**src/shared/tc8_pkg.sv**
```systemverilog
// Shared constants and types for the 8-bit timer/counter
`default_nettype none
package tc8_pkg;
  localparam int unsigned CHANNELS = 2;
  localparam logic [7:0] CNT_BOTTOM = 8'h00;
  localparam logic [7:0] CNT_MAX    = 8'hFF;
  localparam logic [7:0] CNT_ONE    = 8'h01;
  localparam logic [7:0] RST_BYTE   = 8'h00;
  // Register offsets
  localparam logic [3:0] ADDR_CTRL_A = 4'h0;
  localparam logic [3:0] ADDR_CTRL_B = 4'h1;
  localparam logic [3:0] ADDR_COUNT  = 4'h2;
  localparam logic [3:0] ADDR_CMP_A  = 4'h3;
  localparam logic [3:0] ADDR_CMP_B  = 4'h4;
  localparam logic [3:0] ADDR_ASYNC  = 4'h5;
  localparam logic [3:0] ADDR_FLAGS  = 4'h6;
  localparam logic [3:0] ADDR_MASK   = 4'h7;
  // Field positions
  localparam int unsigned CA_WGM_LO = 0;
  localparam int unsigned CB_CS_LO  = 0;
  localparam int unsigned CB_WGM2   = 3;
  localparam int unsigned AS_SEL    = 0;
  localparam int unsigned FL_OVF    = 0;
  localparam int unsigned COM_LO [CHANNELS] = '{6, 4};
  localparam int unsigned FOC_BIT[CHANNELS] = '{7, 6};
  localparam int unsigned FL_BIT [CHANNELS] = '{1, 2};
  localparam logic [3:0]  CMP_ADDR[CHANNELS] = '{ADDR_CMP_A, ADDR_CMP_B};
  // Waveform mode codes
  localparam logic [2:0] MODE_NORMAL    = 3'h0;
  localparam logic [2:0] MODE_PC_MAX    = 3'h1;
  localparam logic [2:0] MODE_CTC       = 3'h2;
  localparam logic [2:0] MODE_FAST_MAX  = 3'h3;
  localparam logic [2:0] MODE_PC_CMPA   = 3'h5;
  localparam logic [2:0] MODE_FAST_CMPA = 3'h7;
  // Output action codes
  localparam logic [1:0] COM_NONE   = 2'h0;
  localparam logic [1:0] COM_TOGGLE = 2'h1;
  localparam logic [1:0] COM_CLEAR  = 2'h2;
  localparam logic [1:0] COM_SET    = 2'h3;
  // Tick source, prescale taps indexed by clock select
  localparam logic [2:0] CS_STOP = 3'h0;
  localparam logic [9:0] PRESC_ONE = 10'h001;
  localparam logic [7:0][9:0] PRESC_MASK = {10'h3FF, 10'h0FF, 10'h07F, 10'h03F,
                                            10'h01F, 10'h007, 10'h000, 10'h000};
  typedef struct packed {
    logic [3:0] addr;
    logic [7:0] wdata;
    logic       wr;
    logic       rd;
  } reg_req_t;
endpackage : tc8_pkg
`default_nettype wire

```
**src/logic/tick_select.sv**
```systemverilog
// Tick source selection: I/O clock or sampled crystal, through the prescaler
`timescale 1ns/1ns
`default_nettype none
module tick_select import tc8_pkg::*; (
  // Clock and reset
  input  wire logic       clk_i,
  input  wire logic       rst_n_i,
  // Control
  input  wire logic [2:0] clock_select_field_i,
  input  wire logic       async_clock_select_i,
  // Crystal pins
  input  wire logic       crystal_osc_in_i,
  output logic            crystal_osc_out_o,
  // Tick
  output logic            timer_tick_o
);
  typedef struct packed {
    logic       s1;
    logic       s2;
    logic       prev;
    logic       osc_out;
    logic [9:0] presc;
  } tick_state_t;
  tick_state_t r, nxt;
  logic        base;
  logic [9:0]  tap;

  always_comb begin
    nxt       = r;
    nxt.s1    = crystal_osc_in_i;
    nxt.s2    = r.s1;
    nxt.prev  = r.s2;
    nxt.osc_out = ~r.s2;
    // crystal edge or I/O clock
    base = async_clock_select_i ? (r.s2 & ~r.prev) : 1'b1;
    if (base) begin
      nxt.presc = r.presc + PRESC_ONE;
    end
    tap = PRESC_MASK[clock_select_field_i];
    // no source means no tick
    timer_tick_o = base && (clock_select_field_i != CS_STOP) && ((r.presc & tap) == tap);
  end

  always_ff @(posedge clk_i or negedge rst_n_i) begin
    if (!rst_n_i) begin
      r <= '0;
    end else begin
      r <= nxt;
    end
  end

  assign crystal_osc_out_o = r.osc_out;
endmodule : tick_select
`default_nettype wire

```
**src/logic/compare_channel.sv**
```systemverilog
// One output compare channel: buffer, compare value, match and output register
`timescale 1ns/1ns
`default_nettype none
module compare_channel import tc8_pkg::*; (
  // Clock and reset
  input  wire logic       clk_i,
  input  wire logic       rst_n_i,
  // Counter state
  input  wire logic [7:0] count_i,
  input  wire logic       tick_i,
  input  wire logic       block_i,
  input  wire logic       at_top_i,
  input  wire logic       down_i,
  input  wire logic [2:0] mode_i,
  // Software side
  input  wire logic [1:0] action_i,
  input  wire logic       force_i,
  input  wire logic       wr_i,
  input  wire logic [7:0] wdata_i,
  // Results
  output logic [7:0]      compare_value_o,
  output logic [7:0]      buffer_o,
  output logic            match_o,
  output logic            compare_output_o
);
  typedef struct packed {
    logic [7:0] cmp;
    logic [7:0] bufv;
    logic       oc;
  } chan_state_t;
  chan_state_t r, nxt;
  logic pwm, fast, hit, top_tick;

  always_comb begin
    nxt  = r;
    pwm  = mode_i[0];
    fast = mode_i[1] & mode_i[0];
    // match at the tick, unless blocked by a count write
    match_o  = tick_i && (count_i == r.cmp) && !block_i;
    top_tick = tick_i && at_top_i;
    // direct access when not buffered
    if (wr_i) begin
      nxt.bufv = wdata_i;
      if (!pwm) begin
        nxt.cmp = wdata_i;
      end
    end
    // buffered value lands at top of count
    if (pwm && top_tick) begin
      nxt.cmp = r.bufv;
    end
    // Bottom action in fast PWM comes first, a match overrides it
    if (fast && top_tick) begin
      if (action_i == COM_CLEAR) begin
        nxt.oc = 1'b1;
      end else if (action_i == COM_SET) begin
        nxt.oc = 1'b0;
      end
    end
    // force acts like a match on the output only
    hit = match_o || (force_i && !pwm);
    // action field read live, zero leaves output alone
    if (hit) begin
      case (action_i)
        COM_TOGGLE: if (!pwm) nxt.oc = ~r.oc;
        COM_CLEAR:  nxt.oc = (pwm && !fast) ? down_i : 1'b0;
        COM_SET:    nxt.oc = (pwm && !fast) ? ~down_i : 1'b1;
        default:    nxt.oc = r.oc;
      endcase
    end
  end

  // output register never reset by a mode change
  always_ff @(posedge clk_i or negedge rst_n_i) begin
    if (!rst_n_i) begin
      r <= '0;
    end else begin
      r <= nxt;
    end
  end

  assign compare_value_o  = r.cmp;
  assign buffer_o         = r.bufv;
  assign compare_output_o = r.oc;
endmodule : compare_channel
`default_nettype wire

```
**src/logic/timer8.sv**
```systemverilog
// 8-bit timer/counter with two compare channels and register port
//
// Overview of operation
// Count of zero is bottom
// Count of 255 is the maximum
// Top is maximum or compare A, by mode
// Counter and compare registers are 8 bits
// Each request has a flag and mask
// Async select picks crystal tick source
// Clock select zero stops the counter
// Counter readable and writable at all times
// Counter write beats any tick update
// Tick clears, increments or decrements per mode
// Mode field split across two controls
// Equality sets match flag next tick
// Enabled flag requests; clears when serviced
// Writing one clears a flag
// PWM compare values double buffered
// Access reaches buffer or compare directly
// Force updates output, no flag
// Counter write blocks next tick's matches
// Output registers survive mode changes
// Output action field acts immediately
// Software avoids loading matching counts
// Software sets outputs before pin direction
// Normal mode wraps, overflow at zero
// Mode two clears on compare A
// Fast PWM codes three and seven
// Action zero leaves output unchanged
// Crystal tick crossed safely into clock
// Acknowledge input clears each flag
//
// The placing of the registers and the address-and-strobe port were chosen for this implementation.
`timescale 1ns/1ns
`default_nettype none
module timer8 import tc8_pkg::*; (
  // Clock and reset
  input  wire logic       clk_i,
  input  wire logic       rst_n_i,
  // Register port
  input  wire reg_req_t   req_i,
  output logic [7:0]      rdata_o,
  // Crystal pins
  input  wire logic       crystal_osc_in_i,
  output logic            crystal_osc_out_o,
  // Compare outputs
  output logic            compare_output_a_o,
  output logic            compare_output_b_o,
  // Interrupt requests and acknowledges
  output logic [2:0]      irq_o,
  input  wire logic [2:0] irq_ack_i
);
  typedef struct packed {
    logic [7:0] control_reg_a;
    logic [2:0] clock_select_field;
    logic       waveform_mode_bit2;
    logic       async_clock_select;
    // R04 8-bit count register
    logic [7:0] count_value;
    logic       down;
    logic       block;
    logic [2:0] interrupt_flag_reg;
    logic [2:0] interrupt_mask_reg;
    logic [7:0] rdata;
  } timer_state_t;
  timer_state_t r, nxt;

  logic       timer_tick;
  logic [2:0] waveform_mode_field;
  logic [7:0] top_value;
  logic       at_top, at_bottom, phase_mode, count_wr, ovf_evt;
  logic [2:0] flag_set, flag_clr;
  logic [7:0] read_val;
  logic [CHANNELS-1:0]      match_evt;
  logic [CHANNELS-1:0]      oc;
  logic [CHANNELS-1:0][7:0] cmp_val;
  logic [CHANNELS-1:0][7:0] buf_val;

  // mode bits from both controls
  assign waveform_mode_field = {r.waveform_mode_bit2, r.control_reg_a[CA_WGM_LO +: 2]};
  assign phase_mode = (waveform_mode_field == MODE_PC_MAX) ||
                      (waveform_mode_field == MODE_PC_CMPA);
  // top selection
  assign top_value = ((waveform_mode_field == MODE_CTC) ||
                      (waveform_mode_field == MODE_FAST_CMPA) ||
                      (waveform_mode_field == MODE_PC_CMPA)) ? cmp_val[0] : CNT_MAX;
  assign at_top    = (r.count_value == top_value);
  // bottom indication
  assign at_bottom = (r.count_value == CNT_BOTTOM);
  assign count_wr  = req_i.wr && (req_i.addr == ADDR_COUNT);

  // tick source, crystal sampled through a two-stage synchroniser
  tick_select u_tick (
    .clk_i                (clk_i),
    .rst_n_i              (rst_n_i),
    .clock_select_field_i (r.clock_select_field),
    .async_clock_select_i (r.async_clock_select),
    .crystal_osc_in_i     (crystal_osc_in_i),
    .crystal_osc_out_o    (crystal_osc_out_o),
    .timer_tick_o         (timer_tick)
  );

  for (genvar ch = 0; ch < CHANNELS; ch++) begin : g_chan
    compare_channel u_chan (
      .clk_i            (clk_i),
      .rst_n_i          (rst_n_i),
      .count_i          (r.count_value),
      .tick_i           (timer_tick),
      .block_i          (r.block),
      .at_top_i         (at_top),
      .down_i           (r.down),
      .mode_i           (waveform_mode_field),
      .action_i         (r.control_reg_a[COM_LO[ch] +: 2]),
      .force_i          (req_i.wr && (req_i.addr == ADDR_CTRL_B) && req_i.wdata[FOC_BIT[ch]]),
      .wr_i             (req_i.wr && (req_i.addr == CMP_ADDR[ch])),
      .wdata_i          (req_i.wdata),
      .compare_value_o  (cmp_val[ch]),
      .buffer_o         (buf_val[ch]),
      .match_o          (match_evt[ch]),
      .compare_output_o (oc[ch])
    );
    assign flag_set[FL_BIT[ch]] = match_evt[ch];
  end

  // overflow: at the maximum (at top in fast PWM) for single slope, at bottom turn for dual slope
  always_comb begin
    if (phase_mode) begin
      ovf_evt = timer_tick && r.down && at_bottom;
    end else if (waveform_mode_field[0]) begin
      ovf_evt = timer_tick && at_top;
    end else begin
      ovf_evt = timer_tick && (r.count_value == CNT_MAX);
    end
  end
  assign flag_set[FL_OVF] = ovf_evt;

  // software write-one and acknowledge both clear
  assign flag_clr = irq_ack_i |
                    ((req_i.wr && (req_i.addr == ADDR_FLAGS)) ? req_i.wdata[2:0] : 3'h0);

  always_comb begin
    case (req_i.addr)
      ADDR_CTRL_A: read_val = r.control_reg_a;
      ADDR_CTRL_B: read_val = {4'h0, r.waveform_mode_bit2, r.clock_select_field};
      ADDR_COUNT:  read_val = r.count_value;
      ADDR_CMP_A:  read_val = buf_val[0];
      ADDR_CMP_B:  read_val = buf_val[1];
      ADDR_ASYNC:  read_val = {7'h00, r.async_clock_select};
      ADDR_FLAGS:  read_val = {5'h00, r.interrupt_flag_reg};
      ADDR_MASK:   read_val = {5'h00, r.interrupt_mask_reg};
      default:     read_val = RST_BYTE;
    endcase
  end

  always_comb begin
    nxt = r;
    nxt.rdata = req_i.rd ? read_val : RST_BYTE;
    if (req_i.wr) begin
      case (req_i.addr)
        ADDR_CTRL_A: nxt.control_reg_a = req_i.wdata;
        ADDR_CTRL_B: begin
          nxt.clock_select_field = req_i.wdata[CB_CS_LO +: 3];
          nxt.waveform_mode_bit2 = req_i.wdata[CB_WGM2];
        end
        ADDR_ASYNC:  nxt.async_clock_select = req_i.wdata[AS_SEL];
        ADDR_MASK:   nxt.interrupt_mask_reg = req_i.wdata[2:0];
        default:     nxt.rdata = nxt.rdata;
      endcase
    end
    // a tick consumes the block
    if (timer_tick) begin
      nxt.block = 1'b0;
    end
    // counting per mode on each tick
    if (timer_tick) begin
      if (phase_mode) begin
        if (!r.down && at_top) begin
          nxt.down        = 1'b1;
          nxt.count_value = r.count_value - CNT_ONE;
        end else if (r.down && at_bottom) begin
          nxt.down        = 1'b0;
          nxt.count_value = r.count_value + CNT_ONE;
        end else if (r.down) begin
          nxt.count_value = r.count_value - CNT_ONE;
        end else begin
          nxt.count_value = r.count_value + CNT_ONE;
        end
      end else begin
        nxt.down = 1'b0;
        // clear at top, else wrap past the maximum
        nxt.count_value = at_top ? CNT_BOTTOM : r.count_value + CNT_ONE;
      end
    end
    // software write wins and arms the block
    if (count_wr) begin
      nxt.count_value = req_i.wdata;
      nxt.block       = 1'b1;
    end
    // set wins over clear
    nxt.interrupt_flag_reg = (r.interrupt_flag_reg & ~flag_clr) | flag_set;
  end

  always_ff @(posedge clk_i or negedge rst_n_i) begin
    if (!rst_n_i) begin
      r <= '0;
    end else begin
      r <= nxt;
    end
  end

  // each request gated by its mask
  assign irq_o              = r.interrupt_flag_reg & r.interrupt_mask_reg;
  assign rdata_o            = r.rdata;
  assign compare_output_a_o = oc[0];
  assign compare_output_b_o = oc[1];

  // Helper: a count write seen since the last tick, kept apart from the design's own block
  logic blk_seen_r;
  always_ff @(posedge clk_i or negedge rst_n_i) begin
    if (!rst_n_i) begin
      blk_seen_r <= 1'b0;
    end else if (count_wr) begin
      blk_seen_r <= 1'b1;
    end else if (timer_tick) begin
      blk_seen_r <= 1'b0;
    end
  end
endmodule : timer8
`default_nettype wire

```
**config.mk**
```make
export PLATFORM = sky130hd
export DESIGN_NAME = timer8
export DESIGN_NICKNAME = d
export VERILOG_FILES = /design/src/shared/tc8_pkg.sv /design/src/logic/tick_select.sv /design/src/logic/compare_channel.sv /design/src/logic/timer8.sv
export SDC_FILE = /design/constraint.sdc
export NUM_CORES = 1
export LEC_CHECK = 0
export BUFFER_PORTS_ARGS = -buffer_cell sky130_fd_sc_hd__buf_2
export CORE_UTILIZATION = 53
export CTS_BUF_LIST = sky130_fd_sc_hd__clkbuf_2 sky130_fd_sc_hd__clkbuf_4 sky130_fd_sc_hd__clkbuf_8
export DETAILED_ROUTE_END_ITERATION = 12
export PLACE_DENSITY = 0.74
export SLEW_MARGIN = 25
export SYNTH_ARGS = -nofsm -noshare
export SYNTH_HDL_FRONTEND = slang
export SYNTH_SLANG_ARGS = --single-unit
```
**constraint.sdc**
```tcl
create_clock -name clk_i -period 4.4 [get_ports clk_i]
set_input_delay 0.44 -clock clk_i [delete_from_list [all_inputs] [get_ports clk_i]]
set_output_delay 0.44 -clock clk_i [all_outputs]
set_load 0.02 [all_outputs]
```
==> results_dict.tcl <==
set metrics [dict create \
    grt_antenna_before_repair 0 \
    synth.lib_cells_used.distinct 60 \
    timing_worst_slew_pin_value_ps 954 \
    hold_path_class "primary input to asynchronous set/reset pin" \
    placedInstanceArea_um2 4950 \
    synth_seq_cells 85 \
    avgSynthCellArea_um2 10.0 \
    period_share_pct 60.6 \
    detail_route.drc_violations 0 \
    hold_viol_final 0 \
    postSynthCellCount 480 \
    design.die.area_um2 9460 \
    synthMostInstantiatedCell "sky130_fd_sc_hd__dfrtp_1" \
    dp_hpwl_um 8340 \
    design.final.nets 516 \
    grt_max_degree 48 \
    cts_tree "built" \
    achievable-frequency_mhz 375 \
    cts.sink_count 85 \
    worst-setup-path-type "flip-flop to flip-flop" \
    clk_root_buffer_cell "sky130_fd_sc_hd__clkbuf_8" \
    setup_repair_after_global_routing_missed_its_margin "false" \
    grt_first_pass_wirelength_um 19300 \
    critical_path_buf_inv_count 1 \
    layout-area-overhead-vs-synth_pct 7.65 \
    crit_chain "inv_2 -> a222oi_1 -> nand3_1 -> a2111o_1 -> mux2i_1 -> a211o_1 -> o22ai_1" \
    cellLeakagePower_nw 2.20 \
    finish.instance_area_um2 5180 \
    drt-initial-drc-count 308 \
    power_density_nw_per_um2 504 \
    fraction_of_final_layout_cells_sized_beyond_drive_strength_1_pct 20.7 \
    synth-edff-count 0 \
    crit_fanout 14 \
    antenna_left 0 \
    clkTransAtPathRegs_ps 90 \
    wl_per_cell_um 19.8 \
    crit_required_ps 4680 \
    vias 3818 \
    num_antenna_cells 0 \
    worstSkewPairLatency_ps 370 \
    rows 34 \
    critical-path-slowest-cell "sky130_fd_sc_hd__a2111o_1" \
    filler_cell_count 766 \
    number_of_failing_setup_endpoints_in_the_final_timing_report 0 \
    grt_pass1_vias 3631 \
    placement.setup.worst_slack_ps 1570 \
    synthesis.nets 504 \
    die_height_um 97.3 \
    htreeDepth 3 \
    cts_post_setup_buffers_inserted 0 \
    finClkSkew_ps 7.19 \
    cpPeakStageDelay_ps 650 \
    finalWeightedCongestion 0.928 \
    drv_cap 0 \
    setup-tns-final_ps 0 \
    coreArea_um2 8760 \
    synth_warnings 0 \
    most_numerous_cell_types_in_the_synthesized_netlist "85 x sky130_fd_sc_hd__dfrtp_1, 58 x sky130_fd_sc_hd__nand2_1, 39 x sky130_fd_sc_hd__mux2_2, 23 x sky130_fd_sc_hd__nor2_1" \
    vias_per_cell 6.31 \
    slew_violations 0 \
    worst_setup_path_start_kind "flip-flop" \
    grtUsageTotal_pct 26.2 \
    slew_headroom_pct 35.9 \
    run_status "finished clean" \
    post_synth_instance_area_um2 4810 \
    share_of_the_synthesized_area_in_the_top_cell_type_pct 44.2 \
    cts-root-to-sink-buffers 2 \
    ctsResizeCount 0 \
    critical_path_arrival_ps 2950 \
    grt_overflow 0 \
    num_io_pins 34 \
    cp-end-kind "flip-flop" \
    top_cells_by_area_synth "sky130_fd_sc_hd__dfrtp_1 44%, sky130_fd_sc_hd__mux2_2 9.1%, sky130_fd_sc_hd__nand2_1 4.5%, sky130_fd_sc_hd__mux2i_1 4.0%, sky130_fd_sc_hd__xnor2_1 3.5%" \
    port_bufs 33 \
    synth_ff_type "sky130_fd_sc_hd__dfrtp_1" \
    postSynth.asyncResetShare_pct 100 \
    cts-hold-fix-buffers 0 \
    cts_made_buffers 9 \
    detailedRoute.firstPassIterationCount 5 \
    total_power_mw 2.61 \
    critical-path-top-delay-family "compound AO/OA/AOI/OAI gates" \
    ir_drop_v 0.000231 \
    dieWidth_um 97.3 \
    fin_ws_ps 1730 \
    synth.yosys.seq_area_share_pct 44.2 \
    initial_core_util_pct 54.9 \
    synthDominantAreaCellType "sky130_fd_sc_hd__dfrtp_1" \
    min_period_ps 2670 \
    wirelength_um 12000 \
]
## registers in the layout, indices dropped and copies added (netlist names)
| signal | count |
|---|---|
| r | 29 |
| g_chan.u_chan.buffer_o | 16 |
| g_chan.u_chan.compare_value_o | 16 |
| u_tick.r | 11 |
| rdata_o | 8 |
| g_chan.u_chan.compare_output_o | 2 |
| u_tick.nxt | 2 |
| u_tick.crystal_osc_out_o | 1 |
## metrics by stage
step	utilization, %	std cells	hold WS, ps
finish	59.1	605	85.2
global route	59.1	605	132
CTS	59.1	605	110
detailed placement	56.5	589	347
global placement	56.2	588	335
floorplan	-	480	144
## per-layer routing
metal	share of wire, %	up-vias	GRT usage (%)
met5	0	-	0
met4	2.4	0	12.0
met3	5.5	26	4.32
met2	49	132	41.5
met1	44	1924	35.5
li1	-	1736	-
## cell type report
cell class	count	area, um2	area share [%]
clock inverter	5	81.3	1.57
tap	108	135	2.61
inverter	15	56.3	1.09
sequential	85	2130	41.1
clock buffer	11	145	2.80
multi-input combinational	345	2430	46.9
timing repair buffer	36	203	3.92
## report_power, final
group | total [mW] | leakage [nW] | internal (mW) | switching [mW]
Clock | 0.632 | 0.113 | 0.343 | 0.289
Sequential | 1.23 | 1.04 | 0.959 | 0.270
Combinational | 0.748 | 1.05 | 0.366 | 0.382
## worst paths after layout
path | end | slack [ps] | startpoint | depth (start not counted)
worst max-delay path | r[19] | 1730 | r[16] | 7
worst min-delay path | u_tick.r[3] | 90 | rst_n_i | 1
worst max register to register | r[19] | 1730 | r[16] | 7
worst min register to register | u_tick.nxt[11] | 370 | u_tick.nxt[12] | 0
max in group asynchronous | g_chan[0].u_chan.compare_value_o[7] | 3670 | rst_n_i | 2
min in group clk_i | u_tick.nxt[12] | 170 | crystal_osc_in_i | 1
## cells in the final DEF (no fill, tap or decap), drive strengths merged, types with 12 or more instances in the layout
cell type	instances
nand2	58
inv	16
mux2i	20
a21oi	22
nand3	12
nor2	23
buf	36
a22oi	13
nand2b	12
xnor2	19
o21ai	25
mux2	39
dfrtp	85
## cell families (layout without fill, tap and decap cells)
logic type	after synthesis	after routing	synth area share (%)
mux	60	60	14.0
buf+inv	50	67	5.28
fa+ha+maj	4	4	1.04
xor+xnor	27	27	4.92
simple gates	155	155	16.5
compound gates	99	99	14.0
flops	85	85	44.2
No activity file was read; power rests on OpenSTA's default activity.
